`src/common/ocm_regs.svh`:
```
// Offsets, field positions, reset values and defaults of the OTP config map.
// Assumes inclusion by bare name from the two design files.
`ifndef OCM_REGS_SVH
`define OCM_REGS_SVH

// Byte offsets of the stored locations
`define OCM_ADDR_OVERRIDE 8'h07
`define OCM_ADDR_FLOW 8'h08
`define OCM_ADDR_MODE_LO 8'h09
`define OCM_ADDR_MODE_HI 8'h0A
`define OCM_ADDR_DIR_LO 8'h0B
`define OCM_ADDR_DIR_HI 8'h0C
`define OCM_ADDR_MASK_LO 8'h0D
`define OCM_ADDR_MASK_HI 8'h0E
`define OCM_ADDR_THR0 8'h0F
`define OCM_ADDR_THR1 8'h10
`define OCM_ADDR_THR2 8'h11
`define OCM_ADDR_VID_LO 8'h12
`define OCM_ADDR_VID_HI 8'h13
`define OCM_ADDR_PID_LO 8'h14
`define OCM_ADDR_PID_HI 8'h15
`define OCM_ADDR_MAXPWR 8'h16
`define OCM_ADDR_ATTR 8'h17
`define OCM_ADDR_REL_MAJ 8'h18
`define OCM_ADDR_REL_MIN 8'h19
`define OCM_ADDR_FLUSH 8'h1A
`define OCM_ADDR_LOCK_LO 8'h1B
`define OCM_ADDR_LOCK_HI 8'h1C
`define OCM_OTP_BYTES 22
`define OCM_IDX(a) ((a) - `OCM_ADDR_OVERRIDE)

// Override select bits
`define OCM_OVR_FLOW 0
`define OCM_OVR_GMODE 1
`define OCM_OVR_GDIR 2
`define OCM_OVR_GMASK 3
`define OCM_OVR_THRESH 4

// Flow and mode fields
`define OCM_FLOW_HDX 3
`define OCM_MODE_CLK 7
`define OCM_MODE_RSSEL_HI 6
`define OCM_MODE_RSSEL_LO 5
`define OCM_MODE_RSPIN 4
`define OCM_MODEH_RXTOG 1
`define OCM_MODEH_TXTOG 0
`define OCM_MASKH_RX 2

// Descriptor attribute fields and lock bits of the high lock byte
`define OCM_ATTR_RWE 3
`define OCM_ATTR_RWV 2
`define OCM_LOCK_VID 0
`define OCM_LOCK_PID 1
`define OCM_LOCK_PWR 2
`define OCM_LOCK_ATTR 3
`define OCM_LOCK_REL 4
`define OCM_LOCK_FLUSH 5

// Built-in defaults
`define OCM_DFLT_FLOW 8'h00
`define OCM_DFLT_MODE_LO 8'h00
`define OCM_DFLT_MODE_HI 8'h03
`define OCM_DFLT_DIR 10'h000
`define OCM_DFLT_MASK 11'h000
`define OCM_DFLT_THRESH 24'h00_0000
`define OCM_DFLT_MAXPWR 8'h32
`define OCM_PWR_MIN 8'h01
`define OCM_PWR_MAX 8'hFA
`define OCM_ATTR_BASE 8'h80
`define OCM_ATTR_SELF 6
`define OCM_ATTR_WAKE 5

`endif

```
`src/common/ocm_pkg.sv`:
```
// Types shared by the OTP config map and its decoder.
// Assumes nothing beyond a SystemVerilog compiler.
package ocm_pkg;

  // Effective UART flow behaviour
  typedef enum logic [2:0] {
    FLOW_NONE,
    FLOW_HARDWARE,
    FLOW_SOFTWARE,
    FLOW_MULTI_RX,
    FLOW_MULTI_BOTH
  } ocm_flow_mode_type;

  // Function of pin 5
  typedef enum logic [1:0] {
    PIN5_GPIO,
    PIN5_HANDSHAKE,
    PIN5_XCVR_SEND,
    PIN5_XCVR_MATCH
  } ocm_pin5_fn_type;

  // Function of pin 7
  typedef enum logic [1:0] {
    PIN7_GPIO,
    PIN7_XCVR_SEND,
    PIN7_XCVR_MATCH
  } ocm_pin7_fn_type;

  // Decoded static pin and UART settings
  typedef struct packed {
    logic half_duplex;
    ocm_flow_mode_type flow_mode;
    logic rts_cts_auto;
    logic dtr_dsr_auto;
    ocm_pin5_fn_type pin5_fn;
    ocm_pin7_fn_type pin7_fn;
    logic pin6_clock;
    logic pin8_tx_toggle;
    logic pin9_rx_toggle;
  } ocm_func_type;

  // Descriptor fields reported on enumeration
  typedef struct packed {
    logic [15:0] vid;
    logic [15:0] pid;
    logic [7:0] max_power;
    logic [7:0] attributes;
    logic [15:0] release_bcd;
    logic [3:0] flush;
  } ocm_desc_type;

endpackage : ocm_pkg

```
`src/rtl/ocm_config_map.sv`:
```
// OTP configuration map of a USB to UART bridge: storage, locks, effective
// settings, descriptor fields and live pin functions.
// Assumes a single clock, inputs synchronous to it, one access per request.
//
// Behaviour
// - Override bit 4 picks stored latency threshold, else built-in default.
// - Override bits 3,2,1 pick stored masks, directions, pin modes.
// - Override bit 0 picks the stored flow byte over the default.
// - Half duplex drops receive data while the UART transmits.
// - Flow 000 none, 001 hardware with chosen pair, 010 software.
// - Flow 011 receive after match, 100 both gated, others reserved.
// - Mode bit 7 turns pin 6 into a clock output.
// - Pin 7 select: gpio, enable while sending, enable during match.
// - Mode bit 4 gives pin 7 the select field; pin 5 must differ.
// - Pin mode 000 gpio, 001 pins 4/5 rts-cts, 010 pins 2/3 dtr-dsr.
// - Pin mode 011 drives pin 5 while sending, 100 after match.
// - High mode bits 1,0 default set and enable activity toggles.
// - Ten direction bits: 0 input, 1 output.
// - Unmasked input changes, receive line included, raise an interrupt.
// - Threshold is 24 bits from three bytes, low byte first.
// - Vendor and product codes join low and high bytes.
// - Max power byte reported in 2 mA units, valid 0x01 to 0xFA.
// - Remote wake goes to D5 only when advertise bit is set.
// - Power mode 00 bus, 01 and 10 self, 11 invalid.
// - Flush bits 4..1 empty FIFOs on port open and close.
// - Locked fields refuse programming; host fills field before locking.
// - Lockable fields act only after locking; blank reads zero.
`timescale 1ns/10ps
`default_nettype none
`include "ocm_regs.svh"

module ocm_config_map import ocm_pkg::*; #(
  // Arbitrary built-in identity and release values
  parameter logic [15:0] DEFAULT_VID = 16'h1234,
  parameter logic [15:0] DEFAULT_PID = 16'h5678,
  parameter logic [15:0] DEFAULT_RELEASE = 16'h0100
) (
  input wire logic clock_in,
  input wire logic rst_in,
  input wire logic field_commit_bit_req_in,
  input wire logic field_commit_bit_write_in,
  input wire logic [7:0] field_commit_bit_addr_in,
  input wire logic [7:0] field_commit_bit_wdata_in,
  output logic field_commit_bit_ack_out,
  output logic field_commit_bit_refused_out,
  output logic [7:0] field_commit_bit_rdata_out,
  input wire logic tx_active_in,
  input wire logic addr_match_in,
  input wire logic [9:0] gpio_in,
  input wire logic rx_line_in,
  output logic irq_packet_out,
  output ocm_func_type func_out,
  output ocm_desc_type desc_out,
  output logic [9:0] gpio_dir_out,
  output logic [23:0] thresh_out,
  output logic pin7_xcvr_enable,
  output logic pin5_handshake_out,
  output logic rx_discard_out,
  output logic rx_accept_out,
  output logic tx_permit_out
);

  typedef struct packed {
    logic [`OCM_OTP_BYTES-1:0][7:0] otp;
    logic ack;
    logic refused;
    logic [7:0] rdata;
    logic primed;
    logic [10:0] in_prev;
    logic irq;
    ocm_func_type func;
    ocm_desc_type desc;
    logic [9:0] dir;
    logic [23:0] thresh;
    logic pin7;
    logic pin5;
    logic rx_discard;
    logic rx_accept;
    logic tx_permit;
  } ocm_state_type;

  ocm_state_type state;
  ocm_state_type next_state;

  logic [7:0] ovr;
  logic [7:0] lock_hi;
  logic [7:0] eff_flow;
  logic [7:0] eff_mode_lo;
  logic [7:0] eff_mode_hi;
  logic [9:0] eff_dir;
  logic [10:0] eff_mask;
  logic [23:0] eff_thresh;
  logic [7:0] pwr_raw;
  logic [7:0] attr_raw;
  logic [7:0] flush_raw;
  logic [10:0] in_now;
  logic [10:0] in_change;
  logic in_range;
  logic [4:0] idx;
  logic field_locked;
  ocm_func_type dec;

  // Stored bytes that steer the effective settings
  assign ovr = state.otp[`OCM_IDX(`OCM_ADDR_OVERRIDE)];
  assign lock_hi = state.otp[`OCM_IDX(`OCM_ADDR_LOCK_HI)];
  assign pwr_raw = state.otp[`OCM_IDX(`OCM_ADDR_MAXPWR)];
  assign attr_raw = state.otp[`OCM_IDX(`OCM_ADDR_ATTR)];
  assign flush_raw = state.otp[`OCM_IDX(`OCM_ADDR_FLUSH)];

  assign eff_flow = ovr[`OCM_OVR_FLOW] ?
    state.otp[`OCM_IDX(`OCM_ADDR_FLOW)] : `OCM_DFLT_FLOW;
  assign eff_mode_lo = ovr[`OCM_OVR_GMODE] ?
    state.otp[`OCM_IDX(`OCM_ADDR_MODE_LO)] : `OCM_DFLT_MODE_LO;
  assign eff_mode_hi = ovr[`OCM_OVR_GMODE] ?
    state.otp[`OCM_IDX(`OCM_ADDR_MODE_HI)] : `OCM_DFLT_MODE_HI;
  assign eff_dir = ovr[`OCM_OVR_GDIR] ?
    {state.otp[`OCM_IDX(`OCM_ADDR_DIR_HI)][1:0],
     state.otp[`OCM_IDX(`OCM_ADDR_DIR_LO)]} : `OCM_DFLT_DIR;
  // mask override, receive line on top
  assign eff_mask = ovr[`OCM_OVR_GMASK] ?
    {state.otp[`OCM_IDX(`OCM_ADDR_MASK_HI)][`OCM_MASKH_RX:0],
     state.otp[`OCM_IDX(`OCM_ADDR_MASK_LO)]} : `OCM_DFLT_MASK;
  assign eff_thresh = ovr[`OCM_OVR_THRESH] ?
    {state.otp[`OCM_IDX(`OCM_ADDR_THR2)],
     state.otp[`OCM_IDX(`OCM_ADDR_THR1)],
     state.otp[`OCM_IDX(`OCM_ADDR_THR0)]} : `OCM_DFLT_THRESH;

  // Pin and flow decode of the effective bytes
  ocm_decode u_decode (
    .flow_in(eff_flow),
    .mode_lo_in(eff_mode_lo),
    .mode_hi_in(eff_mode_hi),
    .func_out(dec)
  );

  // Per-input change detection
  assign in_now = {rx_line_in, gpio_in};
  genvar gi;
  generate
    for (gi = 0; gi < 11; gi++) begin : g_change
      assign in_change[gi] = state.primed &&
        (in_now[gi] != state.in_prev[gi]) && !eff_mask[gi];
    end
  endgenerate

  // Address decode of the programming port
  assign in_range = (field_commit_bit_addr_in >= `OCM_ADDR_OVERRIDE) &&
    (field_commit_bit_addr_in <= `OCM_ADDR_LOCK_HI);
  assign idx = in_range ? 5'(field_commit_bit_addr_in - `OCM_ADDR_OVERRIDE) : 5'h0_0;

  // Lock lookup for the addressed field
  always_comb begin
    field_locked = 1'b0;
    unique case (field_commit_bit_addr_in)
      `OCM_ADDR_VID_LO, `OCM_ADDR_VID_HI:
        field_locked = lock_hi[`OCM_LOCK_VID];
      `OCM_ADDR_PID_LO, `OCM_ADDR_PID_HI:
        field_locked = lock_hi[`OCM_LOCK_PID];
      `OCM_ADDR_MAXPWR: field_locked = lock_hi[`OCM_LOCK_PWR];
      `OCM_ADDR_ATTR: field_locked = lock_hi[`OCM_LOCK_ATTR];
      `OCM_ADDR_REL_MAJ, `OCM_ADDR_REL_MIN:
        field_locked = lock_hi[`OCM_LOCK_REL];
      `OCM_ADDR_FLUSH: field_locked = lock_hi[`OCM_LOCK_FLUSH];
      default: field_locked = 1'b0;
    endcase
  end

  // Next state of storage, descriptors and live pins
  always_comb begin
    next_state = state;
    next_state.ack = 1'b0;
    next_state.refused = 1'b0;
    if (field_commit_bit_req_in) begin
      next_state.ack = 1'b1;
      // blank and unmapped locations read zero
      next_state.rdata = in_range ? state.otp[idx] : 8'h00;
      if (field_commit_bit_write_in) begin
        if (!in_range || field_locked) begin
          next_state.refused = 1'b1;
        end else begin
          // Writes only take fuse bits from 0 to 1; reset clears them all
          next_state.otp[idx] = state.otp[idx] | field_commit_bit_wdata_in;
        end
      end
    end
    next_state.func = dec;
    next_state.dir = eff_dir;
    next_state.thresh = eff_thresh;
    next_state.desc.vid = lock_hi[`OCM_LOCK_VID] ?
      {state.otp[`OCM_IDX(`OCM_ADDR_VID_HI)],
       state.otp[`OCM_IDX(`OCM_ADDR_VID_LO)]} : DEFAULT_VID;
    next_state.desc.pid = lock_hi[`OCM_LOCK_PID] ?
      {state.otp[`OCM_IDX(`OCM_ADDR_PID_HI)],
       state.otp[`OCM_IDX(`OCM_ADDR_PID_LO)]} : DEFAULT_PID;
    // power budget within its valid range
    next_state.desc.max_power = (lock_hi[`OCM_LOCK_PWR] &&
      pwr_raw >= `OCM_PWR_MIN && pwr_raw <= `OCM_PWR_MAX) ?
      pwr_raw : `OCM_DFLT_MAXPWR;
    next_state.desc.attributes = `OCM_ATTR_BASE;
    if (lock_hi[`OCM_LOCK_ATTR]) begin
      next_state.desc.attributes[`OCM_ATTR_SELF] =
        attr_raw[1:0] == 2'h1 || attr_raw[1:0] == 2'h2;
      next_state.desc.attributes[`OCM_ATTR_WAKE] =
        attr_raw[`OCM_ATTR_RWV] && attr_raw[`OCM_ATTR_RWE];
    end
    next_state.desc.release_bcd = lock_hi[`OCM_LOCK_REL] ?
      {state.otp[`OCM_IDX(`OCM_ADDR_REL_MAJ)],
       state.otp[`OCM_IDX(`OCM_ADDR_REL_MIN)]} : DEFAULT_RELEASE;
    next_state.desc.flush = lock_hi[`OCM_LOCK_FLUSH] ? flush_raw[4:1] : 4'h0;
    next_state.pin7 = (dec.pin7_fn == PIN7_XCVR_SEND && tx_active_in) ||
      (dec.pin7_fn == PIN7_XCVR_MATCH && addr_match_in);
    next_state.pin5 = (dec.pin5_fn == PIN5_XCVR_SEND && tx_active_in) ||
      (dec.pin5_fn == PIN5_XCVR_MATCH && addr_match_in);
    next_state.rx_discard = dec.half_duplex && tx_active_in;
    next_state.rx_accept = !(dec.half_duplex && tx_active_in) &&
      ((dec.flow_mode != FLOW_MULTI_RX && dec.flow_mode != FLOW_MULTI_BOTH)
       || addr_match_in);
    next_state.tx_permit = dec.flow_mode != FLOW_MULTI_BOTH || addr_match_in;
    next_state.in_prev = in_now;
    next_state.primed = 1'b1;
    next_state.irq = |in_change;
  end

  // State register
  always_ff @(posedge clock_in or posedge rst_in) begin
    if (rst_in) begin
      state <= '0;
    end else begin
      state <= next_state;
    end
  end

  // Outputs straight from the state
  assign field_commit_bit_ack_out = state.ack;
  assign field_commit_bit_refused_out = state.refused;
  assign field_commit_bit_rdata_out = state.rdata;
  assign irq_packet_out = state.irq;
  assign func_out = state.func;
  assign desc_out = state.desc;
  assign gpio_dir_out = state.dir;
  assign thresh_out = state.thresh;
  assign pin7_xcvr_enable = state.pin7;
  assign pin5_handshake_out = state.pin5;
  assign rx_discard_out = state.rx_discard;
  assign rx_accept_out = state.rx_accept;
  assign tx_permit_out = state.tx_permit;

  // Checks on the live outputs and storage
  AST_THRESH_DEFAULT:
    assert property (@(posedge clock_in) disable iff (rst_in)
      !ovr[`OCM_OVR_THRESH] |=> thresh_out == `OCM_DFLT_THRESH)
    else $error("threshold not default with override clear");
  AST_FLOW_DEFAULT:
    assert property (@(posedge clock_in) disable iff (rst_in)
      !ovr[`OCM_OVR_FLOW] |=> func_out.flow_mode == FLOW_NONE &&
      !func_out.half_duplex)
    else $error("flow settings not default with override clear");
  AST_HALF_DUPLEX:
    assert property (@(posedge clock_in) disable iff (rst_in)
      (func_out.half_duplex && tx_active_in) |=> rx_discard_out &&
      !rx_accept_out)
    else $error("receive not dropped while sending in half duplex");
  AST_TX_GATE:
    assert property (@(posedge clock_in) disable iff (rst_in)
      (dec.flow_mode == FLOW_MULTI_BOTH && !addr_match_in) |=>
      !tx_permit_out)
    else $error("transmit permitted without match");
  AST_PIN7_SEND:
    assert property (@(posedge clock_in) disable iff (rst_in)
      (dec.pin7_fn == PIN7_XCVR_SEND) |=>
      pin7_xcvr_enable == $past(tx_active_in))
    else $error("pin 7 enable does not follow transmit");
  AST_PIN7_GPIO:
    assert property (@(posedge clock_in) disable iff (rst_in)
      !eff_mode_lo[`OCM_MODE_RSPIN] |=> !pin7_xcvr_enable)
    else $error("pin 7 driven while its select bit is clear");
  AST_IRQ_MASKED:
    assert property (@(posedge clock_in) disable iff (rst_in)
      ((in_now ^ state.in_prev) & ~eff_mask) == 11'h000 |=> !irq_packet_out)
    else $error("interrupt raised without an unmasked input change");
  AST_POWER_RANGE:
    assert property (@(posedge clock_in) disable iff (rst_in)
      !$past(rst_in) |-> desc_out.max_power >= `OCM_PWR_MIN &&
      desc_out.max_power <= `OCM_PWR_MAX)
    else $error("reported max power out of range");
  AST_LOCK_REFUSE:
    assert property (@(posedge clock_in) disable iff (rst_in)
      (field_commit_bit_req_in && field_commit_bit_write_in && in_range && field_locked) |=>
      field_commit_bit_refused_out && state.otp == $past(state.otp))
    else $error("locked field accepted a write");
  AST_FUSE_KEEP:
    assert property (@(posedge clock_in) disable iff (rst_in)
      (($past(state.otp) & ~state.otp) == '0))
    else $error("programmed fuse bit cleared");
  AST_IRQ_RAISE:
    assert property (@(posedge clock_in) disable iff (rst_in)
      state.primed && ((in_now ^ state.in_prev) & ~eff_mask) != 11'h000 |=>
      irq_packet_out)
    else $error("unmasked input change raised no interrupt");
  AST_ACK_IDLE:
    assert property (@(posedge clock_in) disable iff (rst_in)
      !field_commit_bit_req_in |=> !field_commit_bit_ack_out && !field_commit_bit_refused_out)
    else $error("answer given without a request");
  AST_DIR_DEFAULT:
    assert property (@(posedge clock_in) disable iff (rst_in)
      !ovr[`OCM_OVR_GDIR] |=> gpio_dir_out == `OCM_DFLT_DIR)
    else $error("direction not default with override clear");
  AST_PIN5_SEND:
    assert property (@(posedge clock_in) disable iff (rst_in)
      (dec.pin5_fn == PIN5_XCVR_SEND) |=>
      pin5_handshake_out == $past(tx_active_in))
    else $error("pin 5 enable does not follow transmit");
  AST_PIN7_MATCH:
    assert property (@(posedge clock_in) disable iff (rst_in)
      (dec.pin7_fn == PIN7_XCVR_MATCH) |=>
      pin7_xcvr_enable == $past(addr_match_in))
    else $error("pin 7 enable does not follow address match");
  AST_RX_GATE:
    assert property (@(posedge clock_in) disable iff (rst_in)
      (dec.flow_mode == FLOW_MULTI_RX && !addr_match_in) |=> !rx_accept_out)
    else $error("receive accepted without match");
  AST_VID_DEFAULT:
    assert property (@(posedge clock_in) disable iff (rst_in)
      !lock_hi[`OCM_LOCK_VID] |=> desc_out.vid == DEFAULT_VID)
    else $error("vendor code used before its lock bit");
  AST_WAKE_HIDDEN:
    assert property (@(posedge clock_in) disable iff (rst_in)
      !attr_raw[`OCM_ATTR_RWV] |=> !desc_out.attributes[`OCM_ATTR_WAKE])
    else $error("remote wake advertised without valid bit");
  AST_TOGGLE_DEFAULT:
    assert property (@(posedge clock_in) disable iff (rst_in)
      !ovr[`OCM_OVR_GMODE] |=> func_out.pin8_tx_toggle &&
      func_out.pin9_rx_toggle)
    else $error("activity toggles off with mode override clear");

endmodule : ocm_config_map
`default_nettype wire

```
`src/rtl/ocm_decode.sv`:
```
// Decoder from the effective flow and mode bytes to pin functions.
// Assumes the caller has already chosen between defaults and stored bytes.
`timescale 1ns/10ps
`default_nettype none
`include "ocm_regs.svh"

module ocm_decode import ocm_pkg::*; (
  input wire logic [7:0] flow_in,
  input wire logic [7:0] mode_lo_in,
  input wire logic [7:0] mode_hi_in,
  output ocm_func_type func_out
);

  // Field decode, reserved codes fall back to code zero
  always_comb begin
    func_out = '0;
    func_out.half_duplex = flow_in[`OCM_FLOW_HDX];
    unique case (flow_in[2:0])
      3'h1: func_out.flow_mode = FLOW_HARDWARE;
      3'h2: func_out.flow_mode = FLOW_SOFTWARE;
      3'h3: func_out.flow_mode = FLOW_MULTI_RX;
      3'h4: func_out.flow_mode = FLOW_MULTI_BOTH;
      default: func_out.flow_mode = FLOW_NONE;
    endcase
    unique case (mode_lo_in[2:0])
      3'h1: func_out.pin5_fn = PIN5_HANDSHAKE;
      3'h3: func_out.pin5_fn = PIN5_XCVR_SEND;
      3'h4: func_out.pin5_fn = PIN5_XCVR_MATCH;
      default: func_out.pin5_fn = PIN5_GPIO;
    endcase
    func_out.rts_cts_auto = (flow_in[2:0] == 3'h1) &&
      (mode_lo_in[2:0] == 3'h1);
    func_out.dtr_dsr_auto = (flow_in[2:0] == 3'h1) &&
      (mode_lo_in[2:0] == 3'h2);
    if (mode_lo_in[`OCM_MODE_RSPIN]) begin
      unique case (mode_lo_in[`OCM_MODE_RSSEL_HI:`OCM_MODE_RSSEL_LO])
        2'h1: func_out.pin7_fn = PIN7_XCVR_SEND;
        2'h2: func_out.pin7_fn = PIN7_XCVR_MATCH;
        default: func_out.pin7_fn = PIN7_GPIO;
      endcase
    end
    func_out.pin6_clock = mode_lo_in[`OCM_MODE_CLK];
    func_out.pin8_tx_toggle = mode_hi_in[`OCM_MODEH_TXTOG];
    func_out.pin9_rx_toggle = mode_hi_in[`OCM_MODEH_RXTOG];
  end

endmodule : ocm_decode
`default_nettype wire

```
`config.mk`:
```
export PLATFORM = sky130hd
export DESIGN_NAME = ocm_config_map
export DESIGN_NICKNAME = d
export VERILOG_FILES = /design/src/common/ocm_pkg.sv /design/src/rtl/ocm_config_map.sv /design/src/rtl/ocm_decode.sv
export VERILOG_INCLUDE_DIRS = /design/src /design/src/common
export SDC_FILE = /design/constraint.sdc
export NUM_CORES = 1
export LEC_CHECK = 0
export BUFFER_PORTS_ARGS = -buffer_cell sky130_fd_sc_hd__buf_2
export CAP_MARGIN = 20
export CELL_PAD_IN_SITES_DETAIL_PLACEMENT = 1
export CELL_PAD_IN_SITES_GLOBAL_PLACEMENT = 1
export CORE_ASPECT_RATIO = 1.2
export CORE_MARGIN = 2
export CORE_UTILIZATION = 47
export DETAILED_ROUTE_END_ITERATION = 8
export GPL_ROUTABILITY_DRIVEN = 0
export PLACE_DENSITY = 0.81
export SYNTH_ARGS = -nofsm -noshare
export SYNTH_HDL_FRONTEND = slang
export SYNTH_HIERARCHICAL = 1
export SYNTH_SLANG_ARGS = --single-unit
```
`constraint.sdc`:
```
create_clock -name clock_in -period 12.4 [get_ports clock_in]
set_clock_uncertainty 0.15 [all_clocks]
set_input_delay 0 -clock clock_in [delete_from_list [all_inputs] [get_ports clock_in]]
set_output_delay 0 -clock clock_in [all_outputs]
set_load 0.03 [all_outputs]
```
=== Yosys cells after proc, flatten, opt, wreduce, memory -nomap -nowiden ===
Index checks and enable logic that the tools add are counted.

* $add $sub $neg: 1
* Order comparisons: 6
* Equal/unequal tests: 38
* Muxes and demuxes: 27
* Bitwise gates (word level): 2
* Reductions and logical operators: 60

{| class="wikitable"
|+ Operators by type and width
! operator !! count
|-
| bitwise mux 176 bit || 1
|-
| == test 8 x 5 -> 1 bit, second input constant || 9
|-
| 2-to-1 mux 16 bit || 3
|-
| binary-select mux 8 bit (select 5 bit) || 1
|-
| demux 8 bit (select 5 bit) || 1
|-
| 2-to-1 mux 8 bit || 5
|-
| logical AND 1 bit || 36
|-
| 2-to-1 mux 24 bit || 1
|-
| 2-to-1 mux 10 bit || 2
|-
| zero test 1 bit || 13
|-
| == test 3 x 2 -> 1 bit, second input constant || 4
|-
| one-hot mux 3 bit (4 select lines) || 1
|-
| 2-to-1 mux 11 bit || 1
|-
| inequality test 1 bit || 11
|-
| OR reduction 11 bit || 1
|-
| == test 2 bit, second input constant || 5
|-
| greater-or-equal comparator 8 x 1 -> 1 bit, second input constant || 1
|-
| greater-or-equal comparator 8 x 3 -> 1 bit, second input constant || 1
|-
| less-or-equal comparator 8 x 5 -> 1 bit, second input constant || 1
|-
| less-or-equal comparator 8 bit, second input constant || 1
|-
| 2-to-1 mux 4 bit || 2
|-
| OR 8 bit || 1
|-
| == test 2 x 1 -> 1 bit, second input constant || 3
|-
| == test 3 x 1 -> 1 bit, second input constant || 2
|-
| 16 further kinds || 27
|}

* Register bits: 314
* Input port bits: 33
* Output and inout bits: 131
* Logic and storage cells: 184

=== Logic depth before layout (Yosys ltp) ===
Gate-level depths: netlist (run 1).

* Depth in word-level cells: 8
* Mapped depth: 13
* Gate-level depth less buffers: 8

=== Modules after synthesis ===
The synthesis (run 1) kept the hierarchy.

{| class="wikitable"
|+ Modules (own cells, without submodules)
! module !! instances !! cells an instance !! area each (µm²) !! seq. area each (µm²)
|-
| ocm_config_map || 1 || 1421 || 15059.4 || 7832.5
|-
| ocm_decode || 1 || 18 || 131.4 || 0.0
|}

=== Worst setup path before layout (run 1) ===
No wires, ideal clock.

* Path kind: in2reg
* From: in field_commit_bit_addr_in[0]
* To: reg state[182] (netlist name)
* Setup time: 141 ps
* Arrival: 2633 ps
* Data required time: 12109 ps
* Slack: 9476 ps
* Stages on the path: 13
* Path buffers: 5
* Cells stage by stage: buf_4 buf_4 clkinv_1 ha_1 buf_2 nand2b_1 nand4_1 clkbuf_1 nand2_1 nand2_1 a2111oi_4 buf_6 a31oi_1

* Longest elaborated chain between the ends: 8
* Elaborated cells between the ends (all ways): 31
* Classes of those cells: add/sub (1); order compare (4); eq/ne (9); mux (7); bitwise (2); reduce/logical (8)

{| class="wikitable"
|+ Ends and longest elaborated chain
! element !! line !! text
|-
| start: declaration || ocm_config_map.sv:42 || <nowiki>input wire logic [7:0] field_commit_bit_addr_in,</nowiki>
|-
| greater-or-equal comparator 8 x 3 -> 1 bit (no source line) or less-or-equal comparator 8 x 5 -> 1 bit (tied branches) || -- ||
|-
| logical AND 1 bit || ocm_config_map.sv:147 || <nowiki>assign in_range = (field_commit_bit_addr_in >= `OCM_ADDR_OVERRIDE) &&</nowiki>
|-
| 2-to-1 mux 5 bit || ocm_config_map.sv:149 || <nowiki>assign idx = in_range ? 5'(field_commit_bit_addr_in - `OCM_ADDR_OVERRIDE) : 5'h0_0;</nowiki>
|-
| less-than comparator 5 x 6 -> 1 bit (implied by the code) or greater-or-equal comparator 5 x 1 -> 1 bit (tied branches) || ocm_config_map.sv:182 || <nowiki>next_state.otp[idx] = state.otp[idx] | field_commit_bit_wdata_in;</nowiki>
|-
| logical AND 1 bit (implied by the code) || ocm_config_map.sv:182 ||
|-
| 2-to-1 mux 8 bit (implied by the code) || ocm_config_map.sv:182 ||
|-
| demux 8 bit (select 5 bit) || ocm_config_map.sv:182 ||
|-
| bitwise mux 176 bit || ocm_config_map.sv:182 ||
|-
| end signal: assignment || ocm_config_map.sv:229 || <nowiki>state <= next_state;</nowiki>
|-
| end: declaration || ocm_config_map.sv:82 || <nowiki>ocm_state_type state;</nowiki>
|}

Parallel ways exist; a longest one is shown, timed or not. The select of a mux whose other input is x is not followed.
A chain may end at the register's enable or synchronous reset.

=== Worst setup path in the final report (run 1) ===
* From: in field_commit_bit_addr_in[0]
* To: reg state (netlist bit pwr_raw[4])

The elaborated chain is that of the path after synthesis.

==> results_dict.tcl, run 1 <==
set metrics [dict create \
    cts_made_buffers 31 \
    path_buf_inv 3 \
    synth_cells 1428 \
    cp_cell_sequence "buf_2 -> buf_4 -> clkinv_1 -> ha_1 -> nand2b_1 -> a31oi_1 -> o211ai_2 -> a2111oi_0 -> a221o_1 -> o21ai_0" \
    cap_viol_max_count 0 \
    wl_um 46100 \
    yosysWarningCount 6 \
    clk_pin_slew_worst_paths_ns 0.06 \
    drc 0 \
    leakage_nw 7.72 \
    dr_total_vias 11400 \
    fmax_ghz 0.197 \
    routed_via_density 6.02 \
    fin_crit_ns 5.08 \
    synthToLayoutAreaGrowth_pct 9.70 \
    crit_type "primary input to register" \
    cts_tree "built" \
    internal_power_mw 1.69 \
    track_usage_pct 27.4 \
    start_util_pct 48.0 \
    comb_power_share_pct 10.6 \
    die_w_um 168 \
    wl_per_cell_um 24.4 \
    drv_slew 0 \
    cts_resized 0 \
    preCtsSetupSlack_ns 7.01 \
    path_max_fanout 48 \
    maxSlewHeadroom_pct 15.3 \
    worst_slew_pin_slew_ns 1.26 \
    grt_pass1_wl_um 71500 \
    grtUsageMet1_pct 34.1 \
    met3_usage_pct 4.20 \
    portBuffers 158 \
    clock_latency_ns 0.59 \
    htree_levels 1 \
    finalNonFillerCells 1891 \
    dp_hpwl_um 31700 \
    syn_area_um2 15100 \
    dr.pass1.iters 8 \
    die_y_um 200 \
    row_count 71 \
    dpl.cell_count 1799 \
    pwr-share-seq_pct 47.5 \
    grt-ovfl-total 0 \
    coreArea_um2 31500 \
    p_switching_mw 0.608 \
    antenna_found_initial 0 \
    setup_ws_ns 7.32 \
    status "finished clean" \
    ir_drop_uv 107 \
    cp.arrival_ns 5.33 \
    pin_count 164 \
    antenna_cells 0 \
    cts_hold_buf 36 \
    path_delay_family "compound AO/OA/AOI/OAI gates" \
    finalSetupTns_ns 0 \
    critPathRequiredTime_ns 12.65 \
    max_stage_delay_ns 0.81 \
    cts_max_path_buffers 3 \
    syn_area_per_cell_um2 10.6 \
    power_mw 2.30 \
    p_sw_share_pct 26.4 \
    pwr-share-clk_pct 42.0 \
    root_buffer "clkbuf_16" \
    post_cts_buffers 0 \
    hp-class "primary input to asynchronous set/reset pin" \
    rsz0062_at_grt "false" \
    grt_max_degree 170 \
    slowest_stage "a221o_1" \
    grt_pass1_vias 12000 \
    drive_above_1_share_pct 20.6 \
    hold_violations 0 \
    clock-sinks 313 \
    fin_crit_sh_pct 41.0 \
    drt_iter0_markers 937 \
    cp-start-kind "primary input" \
    die-area_um2 33600 \
    busiest_layer "met2" \
    nNetsFinal 1505 \
    ant_nets 0 \
    end_kind "register" \
    grt_use_met2_pct 46.3 \
    setup_viol 0 \
    p_per_area_nw_per_um2 139 \
]
path summary, 6_finish.rpt:
path	end	start	slack [ns]	cells after the start
max	pwr_raw[4]$_DFFE_PP0P_	field_commit_bit_addr_in[0]	7.32	10
min	desc_out[47]$_DFF_PP0_	rst_in	0.07	3
max reg2reg	lock_hi[6]$_DFFE_PP0P_	lock_hi[0]$_DFFE_PP0P_	9.09	5
min reg2reg	state[171]$_DFFE_PP0P_	state[171]$_DFFE_PP0P_	0.34	2
max in group asynchronous	flush_raw[5]$_DFFE_PP0P_	rst_in	10.51	4
min in group clock_in	state[174]$_DFFE_PP0P_	field_commit_bit_addr_in[4]	0.07	5
placed cells by master (no fill, tap or decap), drive strengths merged, types with 8 or more instances in the layout:
cell type and instances:
nand2b 27, nand3 29, nor4 18, dlygate4sd3 36
o21ai 75, nor2b 11, dfrtp 313, clkbuf 50
inv 26, nand3b 9, a31oi 19, nand4 9
nand2 83, a21oi 114, mux2 24, mux2i 57
a32oi 8, buf 173, nor3 28, nor2 133
a22oi 13, xnor2 13, and2 95
area by class of cell:
class | instances | area (um2)
sequential | 313 | 7830
clock inverter | 6 | 90.1
clock buffer | 49 | 953
multi-input combinational | 886 | 5820
timing repair buffer | 210 | 1290
fill | 3409 | 14900
tap | 401 | 502
inverter | 26 | 105
registers in the layout, indices dropped and copies added, names as in the netlist, 10 cells and up:
| signal | count |
|---|---|
| state | 147 |
| desc_out | 63 |
| thresh_out | 24 |
| func_out | 13 |
| gpio_dir_out | 10 |
through the flow:
step / area (um2) / hold slack [ns] / util [%]
floorplan: 15100 / -0.119 / -
global placement: 15200 / -0.0154 / 48.1
detailed placement: 15200 / -0.0162 / 48.1
CTS: 16600 / 0.0256 / 52.6
global route: 16600 / 0.0715 / 52.6
finish: 16600 / 0.0660 / 52.6
routing by layer:
layer  vias to the layer above  wire length (um)
li1                       4916                 -
met1                      5818             17700
met2                       504             22600
met3                       145              3130
met4                         0              2660
met5                         -                 0
worst register-to-register path: stages (launching register included):
cell and delay [ns]:
dfrtp_1 0.70, nand2b_1 0.20, o21ai_1 0.12, a221o_2 0.69, nor4_4 0.93, mux2_2 0.42
power by group through the flow:
stage	sequential [mW]	combinational, mW	clock, mW
6_report	1.09	0.243	0.966
3_3_place_gp	1.11	0.221	0
3_5_place_dp	1.11	0.228	0
4_1_cts	1.09	0.238	0.982
2_1_floorplan	1.09	0.175	0
5_1_grt	1.10	0.261	1.02
Power figures use the tool's default switching activity.
==> run 2, diff against run 1 <==
--- a/config.mk
+++ b/config.mk
@@ -6,13 +6,14 @@
 export SDC_FILE = /design/constraint.sdc
 export NUM_CORES = 1
 export LEC_CHECK = 0
+export ABC_AREA = 1
 export BUFFER_PORTS_ARGS = -buffer_cell sky130_fd_sc_hd__buf_2
 export CAP_MARGIN = 20
 export CELL_PAD_IN_SITES_DETAIL_PLACEMENT = 1
 export CELL_PAD_IN_SITES_GLOBAL_PLACEMENT = 1
 export CORE_ASPECT_RATIO = 1.2
 export CORE_MARGIN = 2
-export CORE_UTILIZATION = 47
+export CORE_UTILIZATION = 44
 export DETAILED_ROUTE_END_ITERATION = 8
 export GPL_ROUTABILITY_DRIVEN = 0
 export PLACE_DENSITY = 0.81
==> constraint.sdc (replaced) <==
create_clock -name clock_in -period 4.7 [get_ports clock_in]
set_clock_uncertainty 0.15 [all_clocks]
set_input_delay 0 -clock clock_in [delete_from_list [all_inputs] [get_ports clock_in]]
set_output_delay 0 -clock clock_in [all_outputs]
set_load 0.03 [all_outputs]
==> run 2 against run 1 <==
The run now ends with hold timing left; worst setup slack got worse by 6.5 ns; via count increased by 17%; utilization decreased by 2.6 points; first-iteration DRC count increased by 14%; area after synthesis increased by 4.1%; final cell count increased by 38%.
==> results_dict.tcl, run 2 <==
set metrics [dict create \
    status "complete, but fails checks" \
    violations "hold timing" \
    drt_iter0_markers 1065 \
    largest_reg_flops 147 \
    fin_crit_ns 3.89 \
    final_cell_mix "1052 x nand2_1, 313 x dfrtp_1, 251 x inv_1" \
    cts_made_buffers 36 \
    finalSetupTns_ns 0 \
    cp-start-kind "register" \
    drc 0 \
    met1_length_um 20000 \
    comb_power_share_pct 9.9 \
    top_register "state" \
    fmax_ghz 0.257 \
    grt_pass1_vias 14500 \
    final_util_pct 50.0 \
    highest_layer "met4" \
    nNetsFinal 2170 \
    fin_crit_sh_pct 82.7 \
    wl_um 50200 \
    rsz0062_at_grt "false" \
    pwr-share-seq_pct 44.4 \
    hp-class "primary input to asynchronous set/reset pin" \
    worst_slew_pin_slew_ns 0.912 \
    clock_latency_ns 0.53 \
    die-area_um2 37300 \
    hold_violations 41 \
    met2_length_um 25300 \
    clk_pin_slew_worst_paths_ns 0.06 \
    critPathRequiredTime_ns 4.96 \
    grt_max_degree 132 \
    final_common_cell "nand2_1" \
    ir_drop_uv 221 \
    syn_area_per_cell_um2 7.58 \
    wl_met3_um 2470 \
    path_max_fanout 19 \
    finalNonFillerCells 2619 \
    dr_total_vias 13400 \
    leakage_nw 10.2 \
    portBuffers 158 \
    grt_pass1_wl_um 79700 \
    routed_via_density 5.10 \
    power_mw 6.35 \
    antenna_found_initial 0 \
    cap_viol_max_count 0 \
    coreArea_um2 35100 \
    track_usage_pct 27.6 \
    htree_levels 2 \
    wl_per_cell_um 19.2 \
    maxSlewHeadroom_pct 39.2 \
    synthToLayoutAreaGrowth_pct 11.4 \
    root_buffer "clkbuf_16" \
    syn_area_um2 15700 \
    row_count 75 \
    pwr-share-clk_pct 45.7 \
    cp.arrival_ns 4.14 \
    dp_hpwl_um 33300 \
    nFillCells 4380 \
    end_kind "register" \
    setup_viol 0 \
    dpl.cell_count 2525 \
    drv_slew 0 \
    pin_count 164 \
    whs_ns -0.0302 \
    cts_resized 0 \
    die_w_um 177 \
    p_per_area_nw_per_um2 362 \
    cts_tree "built" \
    die_y_um 211 \
    dr.pass1.iters 5 \
    clock-sinks 313 \
    post_cts_buffers 0 \
    drive_above_1_share_pct 13.6 \
    antenna_cells 0 \
    cts_max_path_buffers 3 \
    synth_cells 2078 \
    cts_hold_buf 31 \
    p_sw_share_pct 26.3 \
    start_util_pct 44.9 \
    ant_nets 0 \
    crit_type "register to register" \
    yosysWarningCount 6 \
    grt-ovfl-total 0 \
    p_switching_mw 1.67 \
    internal_power_mw 4.68 \
]
run 2: stage by stage:
step	cell area, um2	worst slack, ns
2_1_floorplan	15800	0.381
3_3_place_gp	16000	0.887
3_5_place_dp	16000	0.635
4_1_cts	17500	0.963
5_1_grt	17500	0.756
6_report	17500	0.814
run 2: critical path, cell delays in order, from the launching register on:
cell     delay, ns
dfrtp_1       0.73
nand3_1       0.24
o31ai_1       0.09
o21ai_0       0.08
nand3_1       0.10
a21oi_1       0.53
nand3_2       0.17
buf_4         0.27
nor2_1        0.64
nand2_1       0.47
nand2_1       0.20
nand2_1       0.07
run 2: per-layer routing:
| layer | up-vias | global-route usage, % |
|---|---|---|
| li1 | 6173 | - |
| met1 | 6651 | 33.1 |
| met2 | 403 | 48.4 |
| met3 | 140 | 4.05 |
| met4 | 0 | 13.3 |
| met5 | - | 0 |
run 2: worst paths after layout:
| check | start | to | slack [ns] | cells after the start |
|---|---|---|---|---|
| min in group clock_in | gpio_in[0] | state[121]$_DFF_PP0_ | 0 | 2 |
| setup reg to reg | lock_hi[0]$_DFFE_PP0P_ | state[171]$_DFFE_PP0P_ | 0.81 | 11 |
| hold reg to reg | flush_raw[6]$_DFFE_PP0P_ | flush_raw[6]$_DFFE_PP0P_ | 0.33 | 2 |
| max in group asynchronous | rst_in | state[284]$_DFFE_PP0P_ | 3.66 | 5 |
| hold / removal | rst_in | gpio_dir_out[0]$_DFF_PP0_ | -0.03 | 4 |
| setup / recovery | lock_hi[0]$_DFFE_PP0P_ | state[171]$_DFFE_PP0P_ | 0.81 | 11 |
run 2: power groups by stage:
stage               registers, mW  clock network, mW  logic (mW)
CTS                          2.81               2.97       0.622
global route                 2.82               3.08       0.681
global placement             2.86                  0       0.584
detailed placement           2.86                  0       0.597
floorplan                    2.82                  0       0.441
finish                       2.82               2.90       0.630
run 2: cell type report:
cell class / instances / area (um2) / share of cell area, %
Sequential cell: 313 / 7830 / 44.6
Multi-Input combinational cell: 1306 / 5590 / 31.8
Timing Repair Buffer: 213 / 1340 / 7.66
Clock buffer: 45 / 996 / 5.68
Inverter: 263 / 992 / 5.65
Tap cell: 462 / 578 / 3.29
Clock inverter: 17 / 219 / 1.25
